[config.mk]
export PLATFORM = sky130hd
export DESIGN_NAME = pmpt_top
export DESIGN_NICKNAME = d
export VERILOG_FILES = /design/src/inc/pmpt_pkg.sv /design/src/hw/pmpt_sync3.sv /design/src/hw/pmpt_tc_div.sv /design/src/hw/pmpt_top.sv
export VERILOG_INCLUDE_DIRS = /design/src /design/src/inc
export SDC_FILE = /design/constraint.sdc
export NUM_CORES = 1
export LEC_CHECK = 0
export BUFFER_PORTS_ARGS = -buffer_cell sky130_fd_sc_hd__buf_2
export CAP_MARGIN = 20
export CORE_MARGIN = 1.5
export CORE_UTILIZATION = 40
export CTS_CLUSTER_DIAMETER = 150
export DETAILED_ROUTE_END_ITERATION = 6
export HOLD_SLACK_MARGIN = 0.06
export PLACE_DENSITY = 0.69
export SYNTH_ARGS = -nofsm -noshare
export SYNTH_HDL_FRONTEND = slang
export SYNTH_HIERARCHICAL = 1
export SYNTH_SLANG_ARGS = --single-unit
export TNS_END_PERCENT = 20
[constraint.sdc]
create_clock -name i_clk -period 5.3 [get_ports i_clk]
set_clock_uncertainty 0.15 [all_clocks]
set_input_delay 1.06 -clock i_clk [delete_from_list [all_inputs] [get_ports i_clk]]
set_output_delay 1.06 -clock i_clk [all_outputs]
set_load 0.005 [all_outputs]
[src/inc/pmpt_map.svh]
`ifndef PMPT_MAP_SVH
`define PMPT_MAP_SVH

// Register indexes; the APB byte address is four times the index.
`define PMPT_IDX_CTRL 12'h0cc
`define PMPT_IDX_RELOAD 12'h0cf
`define PMPT_IDX_STATUS 12'h0d0

// Control register bit positions.
`define PMPT_BIT_RUN 0
`define PMPT_BIT_MID 1
`define PMPT_BIT_HIGH 2

// Status register bit positions above the counter byte.
`define PMPT_BIT_ST_PIN 8
`define PMPT_BIT_ST_ARMED 9

// Reset values.
`define PMPT_RST_RELOAD 8'h00
`define PMPT_RST_CTRL 3'h0

// Oscillator cycles per instruction cycle, and the high part of one.
`define PMPT_TC_DIV 4'ha
`define PMPT_TC_HIGH 4'h5

`endif

[src/inc/pmpt_pkg.sv]
package pmpt_pkg;

  typedef enum logic [1:0] {
    PMPT_MODE_SQUARE = 2'b00,
    PMPT_MODE_VARDUTY = 2'b01,
    PMPT_MODE_BURST_TC = 2'b10,
    PMPT_MODE_BURST_OSC = 2'b11
  } pmpt_mode_e;

  typedef logic [7:0] pmpt_count_t;

endpackage : pmpt_pkg

[src/hw/pmpt_sync3.sv]
`timescale 1ns/1ps
module pmpt_sync3 (
  input wire logic i_clk,
  input wire logic i_rst,
  input wire logic i_async,
  output logic o_level,
  output logic o_rise,
  output logic o_fall
);

  logic s1_q;
  logic s2_q;
  logic s3_q;
  logic lvl_q;
  logic agree;

  always_ff @(posedge i_clk) begin
    if (i_rst) begin
      s1_q <= 1'b0;
      s2_q <= 1'b0;
      s3_q <= 1'b0;
    end else begin
      s1_q <= i_async;
      s2_q <= s1_q;
      s3_q <= s2_q;
    end
  end

  // A change only counts once two stages agree, which filters a metastable sample.
  assign agree = (s2_q == s3_q);

  always_ff @(posedge i_clk) begin
    if (i_rst) begin
      lvl_q <= 1'b0;
    end else if (agree) begin
      lvl_q <= s3_q;
    end
  end

  assign o_level = lvl_q;
  assign o_rise = agree & s3_q & ~lvl_q;
  assign o_fall = agree & ~s3_q & lvl_q;

endmodule : pmpt_sync3

[src/hw/pmpt_tc_div.sv]
`timescale 1ns/1ps
`include "pmpt_map.svh"
module pmpt_tc_div (
  input wire logic i_clk,
  input wire logic i_rst,
  input wire logic i_osc_rise,
  output logic o_tc_level,
  output logic o_tc_rise,
  output logic o_tc_fall
);

  logic [3:0] cnt_q;
  logic lvl_q;

  always_ff @(posedge i_clk) begin
    if (i_rst) begin
      cnt_q <= 4'h0;
    end else if (i_osc_rise) begin
      if (cnt_q == `PMPT_TC_DIV - 4'h1) begin
        cnt_q <= 4'h0;
      end else begin
        cnt_q <= cnt_q + 4'h1;
      end
    end
  end

  assign o_tc_rise = i_osc_rise & (cnt_q == `PMPT_TC_DIV - 4'h1);
  assign o_tc_fall = i_osc_rise & (cnt_q == `PMPT_TC_HIGH - 4'h1);

  always_ff @(posedge i_clk) begin
    if (i_rst) begin
      lvl_q <= 1'b0;
    end else if (o_tc_rise) begin
      lvl_q <= 1'b1;
    end else if (o_tc_fall) begin
      lvl_q <= 1'b0;
    end
  end

  assign o_tc_level = lvl_q;

endmodule : pmpt_tc_div

[src/hw/pmpt_top.sv]
// Functional notes
// - Both select bits high picks oscillator; high only picks instruction clock.
// - Instruction-cycle clock is the oscillator divided by ten.
// - Burst mode passes selected clock pulses to the pin until underflow.
// - Burst underflow clears run, stops counter, holds pin low until restart.
// - Setting run by software copies reload into the down counter.
// - Writing run to zero stops the down counter.
// - Run high with both upper bits low gives a 50% square wave.
// - Square mode counts instruction cycles; each underflow inverts the pin.
// - Square wave runs on until software clears run.
// - High low, middle high selects variable duty; run ignored for selection.
// - In variable duty, general timer underflow sets run, starts counter, drives pin high.
// - Variable duty underflow clears run, pin low until next timer underflow.
// - Reset clears run and both select bits, pin is ordinary port.
// - Reload register sits at index 0cf.
// - Run and select bits sit in the auxiliary control register.
`timescale 1ns/1ps
`include "pmpt_map.svh"
module pmpt_top (
  input wire logic i_clk,
  input wire logic i_rst,
  input wire logic i_psel,
  input wire logic i_penable,
  input wire logic i_pwrite,
  input wire logic [13:0] i_paddr,
  input wire logic [31:0] i_pwdata,
  input wire logic [3:0] i_pstrb,
  output logic [31:0] o_prdata,
  output logic o_pready,
  output logic o_pslverr,
  input wire logic i_oscillator_input,
  input wire logic i_general_timer_uf,
  output logic o_modulator_out_pin,
  output logic o_modulator_out_oe
);

  logic osc_rise;
  logic osc_fall;
  logic tc_rise;
  logic tc_fall;

  pmpt_sync3 u_osc_sync (
    .i_clk(i_clk),
    .i_rst(i_rst),
    .i_async(i_oscillator_input),
    .o_level(),
    .o_rise(osc_rise),
    .o_fall(osc_fall)
  );

  pmpt_tc_div u_tc_div (
    .i_clk(i_clk),
    .i_rst(i_rst),
    .i_osc_rise(osc_rise),
    .o_tc_level(),
    .o_tc_rise(tc_rise),
    .o_tc_fall(tc_fall)
  );

  // Register state.
  logic mod_select_mid_q;
  logic mod_select_high_q;
  logic mod_run_bit_q;
  pmpt_pkg::pmpt_count_t pulse_count_reload_q;
  pmpt_pkg::pmpt_count_t cnt_q;
  logic armed_q;
  logic pin_q;
  logic [31:0] prdata_q;
  logic pslverr_q;

  // APB decode.
  logic [11:0] idx;
  logic addr_ok;
  logic setup;
  logic wr;
  logic ctrl_wr;
  logic reload_wr;
  logic sw_set;
  logic sw_clr;
  pmpt_pkg::pmpt_mode_e mode;

  assign idx = i_paddr[13:2];
  assign addr_ok = (i_paddr[1:0] == 2'h0) &&
                   ((idx == `PMPT_IDX_CTRL) || (idx == `PMPT_IDX_RELOAD) ||
                    (idx == `PMPT_IDX_STATUS));
  assign setup = i_psel & ~i_penable;
  assign o_pready = 1'b1;
  assign wr = i_psel & i_penable & i_pwrite & o_pready & addr_ok & i_pstrb[0];
  assign ctrl_wr = wr & (idx == `PMPT_IDX_CTRL);
  assign reload_wr = wr & (idx == `PMPT_IDX_RELOAD);
  assign sw_set = ctrl_wr & i_pwdata[`PMPT_BIT_RUN];
  assign sw_clr = ctrl_wr & ~i_pwdata[`PMPT_BIT_RUN];
  assign mode = pmpt_pkg::pmpt_mode_e'({mod_select_high_q, mod_select_mid_q});

  // Read data is captured in the setup cycle so it stands through the access phase.
  always_ff @(posedge i_clk) begin
    if (i_rst) begin
      prdata_q <= 32'h0;
      pslverr_q <= 1'b0;
    end else if (setup) begin
      pslverr_q <= ~addr_ok;
      prdata_q <= 32'h0;
      if (addr_ok && !i_pwrite) begin
        case (idx)
          `PMPT_IDX_CTRL: begin
            prdata_q <= {29'h0, mod_select_high_q, mod_select_mid_q, mod_run_bit_q};
          end
          `PMPT_IDX_RELOAD: begin
            prdata_q <= {24'h0, pulse_count_reload_q};
          end
          `PMPT_IDX_STATUS: begin
            prdata_q <= {22'h0, armed_q, pin_q, cnt_q};
          end
          default: begin
            prdata_q <= 32'h0;
          end
        endcase
      end
    end
  end

  assign o_prdata = prdata_q;
  assign o_pslverr = pslverr_q & i_psel & i_penable;

  // Mode select bits.
  always_ff @(posedge i_clk) begin
    if (i_rst) begin
      mod_select_mid_q <= 1'b0;
      mod_select_high_q <= 1'b0;
    end else if (ctrl_wr) begin
      mod_select_mid_q <= i_pwdata[`PMPT_BIT_MID];
      mod_select_high_q <= i_pwdata[`PMPT_BIT_HIGH];
    end
  end

  // Software loads n minus one here for n pulses; the byte covers up to 256.
  always_ff @(posedge i_clk) begin
    if (i_rst) begin
      pulse_count_reload_q <= `PMPT_RST_RELOAD;
    end else if (reload_wr) begin
      pulse_count_reload_q <= i_pwdata[7:0];
    end
  end

  // Selected burst clock.
  logic sel_rise;
  logic sel_fall;
  assign sel_rise = (mode == pmpt_pkg::PMPT_MODE_BURST_OSC) ? osc_rise : tc_rise;
  assign sel_fall = (mode == pmpt_pkg::PMPT_MODE_BURST_OSC) ? osc_fall : tc_fall;

  logic burst;
  assign burst = mod_select_high_q;
  logic timer_start;
  assign timer_start = (mode == pmpt_pkg::PMPT_MODE_VARDUTY) & i_general_timer_uf;

  // Counter, run bit and pin. A timer start beats a software clear in the same cycle,
  // and a software set beats a hardware underflow clear, so no start is ever lost.
  always_ff @(posedge i_clk) begin
    if (i_rst) begin
      mod_run_bit_q <= 1'b0;
      cnt_q <= 8'h00;
      armed_q <= 1'b0;
      pin_q <= 1'b0;
    end else if (timer_start) begin
      mod_run_bit_q <= 1'b1;
      cnt_q <= pulse_count_reload_q;
      armed_q <= 1'b0;
      pin_q <= 1'b1;
    end else if (sw_set) begin
      mod_run_bit_q <= 1'b1;
      cnt_q <= pulse_count_reload_q;
      armed_q <= 1'b0;
      pin_q <= 1'b0;
    end else if (sw_clr) begin
      mod_run_bit_q <= 1'b0;
      armed_q <= 1'b0;
      pin_q <= 1'b0;
    end else if (mod_run_bit_q) begin
      case (mode)
        pmpt_pkg::PMPT_MODE_SQUARE: begin
          if (tc_rise) begin
            if (cnt_q == 8'h00) begin
              pin_q <= ~pin_q;
              cnt_q <= pulse_count_reload_q;
            end else begin
              cnt_q <= cnt_q - 8'h01;
            end
          end
        end
        pmpt_pkg::PMPT_MODE_VARDUTY: begin
          if (tc_rise) begin
            if (cnt_q == 8'h00) begin
              mod_run_bit_q <= 1'b0;
              pin_q <= 1'b0;
            end else begin
              cnt_q <= cnt_q - 8'h01;
            end
          end
        end
        pmpt_pkg::PMPT_MODE_BURST_TC, pmpt_pkg::PMPT_MODE_BURST_OSC: begin
          // Output starts at a clock rising edge so the first pulse is never a sliver.
          if (sel_rise) begin
            armed_q <= 1'b1;
            pin_q <= 1'b1;
          end else if (sel_fall && armed_q) begin
            pin_q <= 1'b0;
            if (cnt_q == 8'h00) begin
              mod_run_bit_q <= 1'b0;
              armed_q <= 1'b0;
            end else begin
              cnt_q <= cnt_q - 8'h01;
            end
          end
        end
        default: begin
          pin_q <= 1'b0;
        end
      endcase
    end else begin
      // Stopped: the pin idles low; software times the gap between bursts.
      pin_q <= 1'b0;
    end
  end

  // The pin is taken over while either select bit or the run bit is set.
  assign o_modulator_out_pin = pin_q;
  assign o_modulator_out_oe = burst | mod_select_mid_q | mod_run_bit_q;

  logic [3:0] osc_since_tc_q;
  logic tc_seen_q;
  always_ff @(posedge i_clk) begin
    if (i_rst) begin
      osc_since_tc_q <= 4'h0;
      tc_seen_q <= 1'b0;
    end else if (tc_rise) begin
      osc_since_tc_q <= 4'h0;
      tc_seen_q <= 1'b1;
    end else if (osc_rise) begin
      osc_since_tc_q <= osc_since_tc_q + 4'h1;
    end
  end
endmodule : pmpt_top

# --- Yosys cells after proc, flatten, opt, wreduce, memory -nomap -nowiden ---
# Cells that the tools add are included.
op_classes:
  shift: 0
  multipliers: 0
  bitwise: 26
  div_mod_pow: 0
  order_cmp: 0
  n_eq_ne: 19
  n_reduce_logical: 17
  addsub: 2
  n_mux: 38
ops:
  columns: ["cell", "count"]
  rows:
  - ["2-to-1 mux 8 bit", 10]
  - ["== test 12 x 8 -> 1 bit (second input constant)", 3]
  - ["one-hot mux 10 bit (3 select lines)", 1]
  - ["one-hot mux 8 bit (3 select lines)", 1]
  - ["2-to-1 mux 1 bit", 22]
  - ["AND 1 bit", 18]
  - ["!= test 6 bit (second input constant)", 3]
  - ["!= test 4 bit (second input constant)", 4]
  - ["2-to-1 mux 10 bit", 1]
  - ["logical NOT 8 bit", 1]
  - ["subtractor 8 x 1 -> 8 bit (second input constant)", 1]
  - ["!= test 7 bit (second input constant)", 1]
  - ["!= test 6 x 5 -> 1 bit (second input constant)", 1]
  - ["inverter 1 bit", 6]
  - ["AND reduction 6 bit", 1]
  - ["AND reduction 5 bit", 1]
  - ["adder 4 x 1 -> 4 bit (second input constant)", 1]
  - ["== test 2 bit (second input constant)", 2]
  - ["== test 4 x 3 -> 1 bit (second input constant)", 1]
  - ["== test 4 bit (second input constant)", 1]
  - ["logical NOT 2 bit", 2]
  - ["2-to-1 mux 4 bit", 1]
  - ["AND reduction 4 bit", 1]
  - ["nonzero test 2 bit", 2]
  - ["other kinds (12)", 16]
totals:
  latchBits: 0
  out_inout_bits: 36
  ramBits: 0
  mem_count: 0
  rom_bits: 0
  reg_bits: 62

# --- Logic depth before layout (Yosys ltp) ---
# Gate-level depths: netlist (run 1).
logic_depth:
  ltp_word: 13
  mapped_depth: 11
  ltp_nobuf: 11

# --- By module ---
# The synthesis (run 1) kept the hierarchy.
modules_own_cells:
  columns: ["mod", "area_each_um2", "cells_each", "instances", "seq_area_each_um2"]
  rows:
  - ["pmpt_top", 2114.5, 253, 1, 640.6]
  - ["pmpt_tc_div", 256.5, 27, 1, 100.1]
  - ["pmpt_sync3", 155.1, 15, 1, 80.1]

# --- Least setup slack after synthesis (run 1) ---
# Ideal clock, no wire load.
synth_path:
  path_type: "input to register"
  start: "input i_paddr[13]"
  end: "register, netlist name cnt_q[7]"
  required_time_ns: 5.058
  setup_slack_ns: 2.214
  setup_time_ns: 0.092
  cell_stages: 7
  arrival_time_ns: 2.844
  path_cell_list: "or4_4 -> or4_4 -> o21ai_4 -> nor2_2 -> buf_6 -> mux2i_1 -> o32ai_1"
synth_lines:
  columns: ["item", "line", "text"]
  rows:
  - ["from (decl)", "pmpt_top.sv:25", "input wire logic [13:0] i_paddr,"]

==> summary.md, run 1 <==
| Metric | Value |
|---|---|
| Final total negative setup slack | 0 ps |
| Maximum vdd drop | 0.000120 V |
| Number of antenna-violating nets in the routed design | 0 |
| Drt first-iter violations | 133 |
| Die Footprint | 0.00667 mm^2 |
| Share of cells above drive strength 1 | 0.199 |
| Tot Pwr | 554 uW |
| Synth-to-Final Area Change | 9.81% |
| Latest clock arrival within the worst-skew pair | 290 ps |
| Number of resized instances in the post-cts repair step | 0 |
| Highest net fanout along the worst path | 12 |
| Crit share post-route | 0.580 |
| Number of fillers in the final layout | 613 |
| Worst hold path class | reg2reg |
| Area of placed instances | 0.00262 mm^2 |
| Top-level port count | 93 |
| H-tree Lvls | 2 |
| Number of nets in the layout | 388 |
| Post-layout instance area | 0.00272 mm^2 |
| Reported leakage power | 1.08 nW |
| Clock tree from TritonCTS | done |
| Sum of buffers and inverters on the critical path | 1 |
| Setup Crit Path Kind | in2reg |
| Effective utilization at floorplan | 0.416 |
| Std-Cell Rows | 28 |
| Outcome | completed |
| Fmax achieved | 325 MHz |
| Post-CTS setup-driven buffer insertion count | 0 |
| Endpoints failing setup | 0 |
| Average instance area after synthesis | 8.53 um^2 |
| Worst-path cell with the longest stage delay | sky130_fd_sc_hd__or4_4 |
| Via count of the first global-routing pass | 1944 |
| Critical path's top delay family | simple AND/OR/NAND/NOR gates |
| Number of clock sinks | 40 |
| Aggregate global routing overflow | 0 |
| Kind of capture point of the worst setup path | flip-flop |
| Yosys warning count | 6 |
| Post-DP HPWL | 3900 um |
| Most common cell after layout, fill and taps aside | sky130_fd_sc_hd__buf_2 |
| RSZ-0062 raised after global routing | no |
| Series of cell instances along the critical path | buf_2 > or4_4 > or4_4 > o21ai_4 > nor2_2 > a221o_1 > o311ai_1 |
| Time the final worst path needs with I/O delays and setup | 3080 ps |
| Die width | 81.7 um |
| Number of antenna violations at the first check in global routing | 0 |
| Final weighted congestion of routability-driven global placement | 0.850 |
| Number of buffers on the longest clock path | 2 |
| Die Ht | 81.7 um |
| Clock buffer count from CTS | 5 |
| Wire length reported by the detailed router | 5250 um |
| Max cap viols | 0 |
| Netlist area before placement | 0.00247 mm^2 |
| Count of input and output buffers | 42 |
| Clock-pin slew of the registers on the worst-case setup and hold paths | 70 ps |
| Data arrival time of the critical path | 3110 ps |
| Residual DRC count | 0 |
| WP data required | 5340 ps |
| Pin count of the biggest net entering global routing | 48 |
| Ant diodes | 0 |
| Post-DR wirelength/cell | 13.0 um |
| End-of-flow core utilization | 0.456 |
| Cts-stage hold buffer count | 0 |
| Number of hold-slack violations in the final timing report | 0 |
| Worst setup SP type | input pin |
| Mapped Cells | 290 |
| Detailed-router iteration count before antenna repair | 5 |
| Top library cells by usage in the layout, fill and taps aside | 42 x sky130_fd_sc_hd__buf_2, 40 x sky130_fd_sc_hd__dfxtp_1, 32 x sky130_fd_sc_hd__nor2_1 |
| Worst slew margin relative to its limit | 0.457 |
| Transition time of the tightest slew-check pin | 814 ps |
| Placeable core region | 0.00596 mm^2 |
| Count of vias placed by the detailed router | 2131 |
| Total track usage | 0.170 |
| Final-report max-slew violation count | 0 |
| Delay contributed by the slowest stage of the critical path | 540 ps |
| Pwr dens | 204 mW/mm^2 |
| Routed vias/inst | 5.30 |
| Critical Path Most Common Cell | sky130_fd_sc_hd__or4_4 |
| Global-route wire length before repair | 8820 um |
| Clock root buffer master | sky130_fd_sc_hd__clkbuf_8 |
state kept, by name, summed over array words and instances (netlist names):
name	flops
o_prdata	10
o_modulator_out_pin	1
u_tc_div/cnt_q	4
burst	1
u_osc_sync/s1_q	1
mod_select_mid_q	1
armed_q	1
pslverr_q	1
u_osc_sync/s3_q	1
u_osc_sync/s2_q	1
mod_run_bit_q	1
u_osc_sync/o_level	1
pulse_count_reload_q	8
cnt_q	8
worst paths after layout:
path / start / end / slack [ps] / depth (start not counted)
setup / recovery: i_paddr[13] / cnt_q[0] / 2220 / 7
hold / removal: u_osc_sync/s1_q / u_osc_sync/s2_q / 290 / 1
setup reg to reg: u_osc_sync/s3_q / cnt_q[0] / 2360 / 11
hold reg to reg: u_osc_sync/s1_q / u_osc_sync/s2_q / 290 / 1
where the power goes:
part / internal (mW) / total [mW] / switching, mW
clock: 0.116 / 0.217 / 0.101
combinational: 0.0136 / 0.0339 / 0.0203
sequential: 0.302 / 0.303 / 0.000697
total: 0.431 / 0.554 / 0.122
metal layers:
layer	GRT usage	up-vias	wire length [um]
met5	0	-	0
met4	0.0542	0	78
met3	0.0489	7	268
met2	0.280	58	2390
met1	0.215	992	2510
li1	-	1074	-
cell type report:
class / instances / area [um^2] / share of cell area
well taps: 75 / 93.8 / 0.0345
multi-input cells: 231 / 1490 / 0.548
repair buffers: 42 / 210 / 0.0773
flip-flops and latches: 40 / 801 / 0.295
inverters: 7 / 26.3 / 0.00967
clock buffers: 7 / 96.3 / 0.0355
per-stage QoR:
step | cells | setup WS [ps] | hold slack, ps
3_3_place_gp | 395 | 1970 | 269
3_5_place_dp | 395 | 1960 | 280
4_1_cts | 402 | 2230 | 298
6_report | 402 | 2220 | 290
2_1_floorplan | 311 | 2210 | 264
5_1_grt | 402 | 1990 | 303
worst register-to-register path, cell delays in order, from the launching register on:
cell                       delay (ps)
sky130_fd_sc_hd__dfxtp_1          350
sky130_fd_sc_hd__ha_1             140
sky130_fd_sc_hd__nor2b_1          390
sky130_fd_sc_hd__inv_1             80
sky130_fd_sc_hd__nor2_1           130
sky130_fd_sc_hd__nor4b_1          430
sky130_fd_sc_hd__nand4b_1         150
sky130_fd_sc_hd__mux2i_1          160
sky130_fd_sc_hd__o21a_1           140
sky130_fd_sc_hd__o21ai_1          240
sky130_fd_sc_hd__a221o_1          400
sky130_fd_sc_hd__o311ai_1          90
No activity file was read; power rests on OpenSTA's default activity.
==> run 2, diff against run 1 <==
Settings changed: ABC_AREA set to 1, PLACE_DENSITY 0.69 to 0.71.
Clock period 5.3 ns to 2.49 ns, I/O delays scaled along.
==> summary.md, run 2 <==
| Metric | Value |
|---|---|
| Outcome | completed |
| Die width | 84.2 um (+3.1%) |
| Net switching power figure | 291 uW (+140%) |
| Wire length reported by the detailed router | 5980 um (+14%) |
| Data arrival time of the critical path | 2270 ps (-840 ps) |
| Worst-path cell with the longest stage delay | sky130_fd_sc_hd__dfxtp_1 |
| Post-CTS setup-driven buffer insertion count | 0 (unchanged) |
| Latest clock arrival within the worst-skew pair | 300 ps (about the same) |
| Final weighted congestion of routability-driven global placement | 0.988 (+16%) |
| Most common cell after layout, fill and taps aside | sky130_fd_sc_hd__nand2_1 |
| Clock power frac | 0.416 (+0.024) |
| H-tree Lvls | 2 (unchanged) |
| Average instance area after synthesis | 6.70 um^2 (-22%) |
| Via count of the first global-routing pass | 2273 (+17%) |
| Mapped Cells | 394 (+36%) |
| Time the final worst path needs with I/O delays and setup | 2230 ps |
| Pin count of the biggest net entering global routing | 21 (-56%) |
| Placeable core region | 0.00635 mm^2 (+6.6%) |
| Fmax achieved | 449 MHz |
| Number of fillers in the final layout | 699 (+14%) |
| Count of vias placed by the detailed router | 2535 (+19%) |
| Number of buffers on the longest clock path | 2 (unchanged) |
| Worst slew margin relative to its limit | 0.635 (+0.178) |
| Die Ht | 84.2 um (+3.1%) |
| Crit share post-route | 0.894 |
| Post-DR wirelength/cell | 11.5 um (-12%) |
| Ant diodes | 0 (unchanged) |
| Number of nets in the layout | 502 (+29%) |
| Top library cells by usage in the layout, fill and taps aside | 72 x sky130_fd_sc_hd__nand2_1, 58 x sky130_fd_sc_hd__inv_1, 42 x sky130_fd_sc_hd__buf_2 |
| Endpoints failing setup | 0 (unchanged) |
| Sequential share of power | 0.510 (-0.036) |
| Final-report max-slew violation count | 0 (unchanged) |
| Number of clock sinks | 40 (unchanged) |
| Setup Crit Path Kind | reg2reg |
| Cts-stage hold buffer count | 0 (unchanged) |
| WP data required | 2530 ps (-2810 ps) |
| Internal cell power | 975 uW (+130%) |
| Reported leakage power | 1.46 nW (+35%) |
| Max FFs per register | 10 (unchanged) |
| Clock root buffer master | sky130_fd_sc_hd__clkbuf_8 |
| Die Footprint | 0.00709 mm^2 (+6.4%) |
| Final-layout worst hold slack | 245 ps (-45.1 ps) |
| Netlist area before placement | 0.00264 mm^2 (+6.6%) |
| Number of antenna violations at the first check in global routing | 0 (unchanged) |
| Detailed-router iteration count before antenna repair | 4 (-1) |
| Post-DP HPWL | 4650 um (+19%) |
| Clock-pin slew of the registers on the worst-case setup and hold paths | 80 ps (about the same) |
| Kind of capture point of the worst setup path | flip-flop |
| Max cap viols | 0 (unchanged) |
| Std-Cell Rows | 29 (+3.6%) |
| Clock buffer count from CTS | 5 (unchanged) |
| Routed vias/inst | 4.88 (-7.9%) |
| Aggregate global routing overflow | 0 (unchanged) |
| Number of hold-slack violations in the final timing report | 0 (unchanged) |
| Synth-to-Final Area Change | 12.8% |
| Clock tree from TritonCTS | done |
| Count of input and output buffers | 42 (unchanged) |
| Worst setup SP type | flip-flop |
| Top-level port count | 93 (unchanged) |
| RSZ-0062 raised after global routing | no |
| Total track usage | 0.175 (+0.00409) |
| Yosys warning count | 6 (unchanged) |
| Maximum vdd drop | 0.000235 V (+96%) |
| Proportion of total power due to net switching | 0.230 (+0.00867) |
| Residual DRC count | 0 (unchanged) |
| Drt first-iter violations | 170 (+28%) |
| Number of antenna-violating nets in the routed design | 0 (unchanged) |
| Highest net fanout along the worst path | 4 (-8) |
| Critical Path Most Common Cell | sky130_fd_sc_hd__inv_1 |
| Transition time of the tightest slew-check pin | 543 ps (-271 ps) |
| Series of cell instances along the critical path | ha_1 > inv_1 > nor2_2 > nand2_2 > nor2_2 > nand3_2 > inv_1 > inv_1 > a21oi_2 > buf_4 > o21ai_0 > o21ai_0 > nand2_1 > nand2_1 > nor2_1 |
| Effective utilization at floorplan | 0.416 (about the same) |
| Delay contributed by the slowest stage of the critical path | 370 ps (-170 ps) |
| Final total negative setup slack | 0 ps (unchanged) |
| Worst hold path class | in2reg |
| Global-route wire length before repair | 10100 um (+15%) |
| Pwr dens | 425 mW/mm^2 (+110%) |
| Share of cells above drive strength 1 | 0.195 (-0.00421) |
| Combinational Power Share | 0.074 (+0.013) |
## run 2: changes by cell type in the layout (fill, tap and decap cells not counted), sizes merged, moves of 9 or more
cell	change
nor2	+18
nand2b	-13
inv	+52
mux2i	-20
nand2	+54
nand4	+9
o21ai	+10
a22oi	-10
a21oi	+16
nand3	+34
## run 2: cell type report
| type | instances | area, um^2 | share of cell area |
|---|---|---|---|
| well taps | 77 | 96.3 | 0.0324 |
| clock inverters | 2 | 35.0 | 0.0118 |
| multi-input cells | 279 | 1460 | 0.491 |
| repair buffers | 49 | 263 | 0.0882 |
| flip-flops and latches | 40 | 801 | 0.269 |
| clock buffers | 6 | 72.6 | 0.0244 |
| inverters | 66 | 248 | 0.0832 |
## run 2: timing repair
action                                  in CTS  in global routing
resized for setup                            0                  1
endpoints found under the setup margin       0                  9
endpoints found under the hold margin        0                  0
## run 2: power groups by stage
stage | clock (mW) | combinational, mW | sequential [mW]
after floorplan | 0 | 0.0769 | 0.660
after global placement | 0 | 0.0929 | 0.660
after detailed placement | 0 | 0.0943 | 0.660
after CTS | 0.537 | 0.0947 | 0.645
after global routing | 0.566 | 0.109 | 0.645
final | 0.526 | 0.0942 | 0.645
## run 2: worst max-delay path: cells and delay by family (launching register included)
family,cells,cell delay (ps)
buf+inv,4,330
simple gates,7,660
compound gates,3,440
fa+ha+maj,1,160
flops,1,370
## run 2: per-layer routing
metal / track usage / routed length, um
met5: 0 / 0
met4: 0.0551 / 69
met3: 0.0413 / 396
met2: 0.275 / 2690
met1: 0.236 / 2820
## run 2: stage by stage
step                std cells  power, mW  utilization  setup slack, ps  cell area [um^2]
global placement          511      0.753        0.452              242              2870
detailed placement        511      0.755        0.452              186              2870
CTS                       519       1.28        0.469              164              2980
global route              519       1.32        0.469             67.2              2980
finish                    519       1.27        0.469              264              2980
floorplan                 415      0.736            -              447              2720
## run 2: path summary, 6_finish.rpt
path	startpoint	endpoint	slack, ps	cells after the start
worst max register to register	u_osc_sync/s3_q	o_modulator_out_pin	260	15
worst min-delay path	i_oscillator_input	u_osc_sync/s1_q	250	3
worst min register to register	u_osc_sync/s1_q	u_osc_sync/s2_q	270	2
worst max-delay path	u_osc_sync/s3_q	o_modulator_out_pin	260	15
==> run 3, diff against run 2 <==
Settings changed: REMOVE_ABC_BUFFERS set to 1.
==> summary.md, run 3 (synthesis results as in run 2) <==
| Metric | Value |
|---|---|
| Most common cell after layout, fill and taps aside | sky130_fd_sc_hd__nand2_1 |
| Number of antenna-violating nets in the routed design | 0 (unchanged) |
| Depth of the most critical reg-to-reg path | 16 (+1) |
| Count of input and output buffers | 42 (unchanged) |
| Clock root buffer master | sky130_fd_sc_hd__clkbuf_8 |
| Detailed-router iteration count before antenna repair | 5 (+1) |
| Worst setup SP type | flip-flop |
| Reported leakage power | 1.45 nW (-0.63%) |
| Reg2reg setup slack | 320 ps (+50 ps) |
| Transition time of the tightest slew-check pin | 540 ps (-2.68 ps) |
| Number of nets in the layout | 500 (-0.40%) |
| Ant diodes | 0 (unchanged) |
| Residual DRC count | 0 (unchanged) |
| Placeable core region | 0.00635 mm^2 (unchanged) |
| Worst slew margin relative to its limit | 0.637 (+0.00180) |
| Routed vias/inst | 4.91 (+0.62%) |
| Outcome | completed |
| Wire length reported by the detailed router | 5880 um (-1.7%) |
| Pin count of the biggest net entering global routing | 21 (unchanged) |
| Clock tree from TritonCTS | done |
| Aggregate global routing overflow | 0 (unchanged) |
| Kind of capture point of the worst setup path | flip-flop |
| Worst-path cell with the longest stage delay | sky130_fd_sc_hd__dfxtp_1 |
| Max cap viols | 0 (unchanged) |
| Maximum vdd drop | 0.000336 V (+43%) |
| Final-report max-slew violation count | 0 (unchanged) |
| Data arrival time of the critical path | 2220 ps (-50 ps) |
| Synth-to-Final Area Change | 12.5% |
| Crit share post-route | 0.873 (-0.0207) |
| Die Footprint | 0.00709 mm^2 (unchanged) |
| Global-route wire length before repair | 10000 um (-0.75%) |
| Pwr dens | 427 mW/mm^2 (+0.60%) |
| FF-to-FF Start | u_osc_sync/s3_q |
| Post-DP HPWL | 4550 um (-2.2%) |
| Destination of the critical timing path | cnt_q[0] |
| Sum of buffers and inverters on the critical path | 3 (-1) |
| CP startpoint | u_osc_sync/s3_q |
| Top library cells by usage in the layout, fill and taps aside | 72 x sky130_fd_sc_hd__nand2_1, 58 x sky130_fd_sc_hd__inv_1, 42 x sky130_fd_sc_hd__buf_2 |
| Post-CTS setup-driven buffer insertion count | 0 (unchanged) |
| Number of clock sinks | 40 (unchanged) |
| H-tree Lvls | 2 (unchanged) |
| Latest clock arrival within the worst-skew pair | 300 ps (about the same) |
| Std-Cell Rows | 29 (unchanged) |
| Top-level port count | 93 (unchanged) |
| Die width | 84.2 um (unchanged) |
| Share of cells above drive strength 1 | 0.191 (-0.00366) |
| Final weighted congestion of routability-driven global placement | 0.873 (-12%) |
| Drt first-iter violations | 153 (-10%) |
| Max FFs per register | 10 (unchanged) |
| Endpoints failing setup | 0 (unchanged) |
| Post-DR wirelength/cell | 11.4 um (-1.3%) |
| Die Ht | 84.2 um (unchanged) |
| End-of-flow core utilization | 0.467 (-0.00158) |
| Number of antenna violations at the first check in global routing | 0 (unchanged) |
| Total track usage | 0.172 (-0.00254) |
| Final total negative setup slack | 0 ps (unchanged) |
| Critical path's top delay family | simple AND/OR/NAND/NOR gates |
| WP data required | 2540 ps (about the same) |
| Worst hold path class | reg2reg |
| Via count of the first global-routing pass | 2284 (+0.48%) |
| Count of vias placed by the detailed router | 2541 (+0.24%) |
| Fmax achieved | 460 MHz (+2.4%) |
| Worst R2R End | cnt_q[0] |
| Number of hold-slack violations in the final timing report | 0 (unchanged) |
| Setup Crit Path Kind | reg2reg |
| Clock buffer count from CTS | 5 (unchanged) |
| Cts-stage hold buffer count | 0 (unchanged) |
| RSZ-0062 raised after global routing | no |
| Effective utilization at floorplan | 0.416 (unchanged) |
| Delay contributed by the slowest stage of the critical path | 360 ps (about the same) |
| Number of buffers on the longest clock path | 2 (unchanged) |
| Highest net fanout along the worst path | 10 (+6) |
| Final-layout worst hold slack | 260 ps (+14.4 ps) |
| Number of resized instances in the post-cts repair step | 0 (unchanged) |
| Series of cell instances along the critical path | ha_1 > inv_1 > nor2_4 > nand2_2 > nor2_2 > nand3_2 > inv_1 > inv_1 > a21oi_2 > nand2_1 > nand4_2 > nand2_4 > nand2_4 > nand2_1 > nand2_1 > nor2_1 |
| Clock-pin slew of the registers on the worst-case setup and hold paths | 80 ps (about the same) |
| Time the final worst path needs with I/O delays and setup | 2170 ps (-51.5 ps) |
| Number of stages on the worst setup path | 16 (+1) |
run 3: worst min path at each step:
stage          cells after the start              end  slack [ps]               start
2_1_floorplan                      2  u_osc_sync/s2_q         240     u_osc_sync/s1_q
3_3_place_gp                       2  u_osc_sync/s2_q         260     u_osc_sync/s1_q
3_5_place_dp                       2  u_osc_sync/s2_q         250     u_osc_sync/s1_q
4_1_cts                            2  u_osc_sync/s2_q         260     u_osc_sync/s1_q
5_1_grt                            3  u_osc_sync/s1_q         270  i_oscillator_input
6_report                           2  u_osc_sync/s2_q         260     u_osc_sync/s1_q
run 3: final cells by class:
cell class	instances	area, um^2
well taps	77	96.3
flip-flops and latches	40	801
clock buffers	6	72.6
inverters	66	248
multi-input cells	279	1470
repair buffers	47	248
clock inverters	2	35.0
fillers	667	3380
run 3: power breakdown:
| part | internal [mW] | leakage [nW] | switching (mW) |
|---|---|---|---|
| registers | 0.643 | 0.323 | 0.00224 |
| clock network | 0.298 | 0.0552 | 0.233 |
| logic | 0.0322 | 1.08 | 0.0610 |
| total | 0.973 | 1.45 | 0.296 |
run 3: worst min-delay path, stage by stage (launching register included):
cell,delay [ps]
sky130_fd_sc_hd__dfxtp_1,300
sky130_fd_sc_hd__inv_1,40
sky130_fd_sc_hd__nor2_1,30
run 3: stage by stage:
stage / std cells / power, mW / setup slack [ps] / area (um^2)
after floorplan: 385 / 0.707 / 434 / 2510
after global placement: 509 / 0.751 / 249 / 2850
after detailed placement: 509 / 0.753 / 179 / 2850
after CTS: 517 / 1.28 / 160 / 2960
after global routing: 517 / 1.32 / 66.7 / 2970
final: 517 / 1.27 / 316 / 2970
run 3: routing by layer:
layer,vias to the layer above,track usage,wire (um)
li1,1308,-,-
met4,0,0.0447,70
met5,-,0,0
met3,8,0.0423,315
met2,73,0.291,2840
met1,1152,0.219,2650
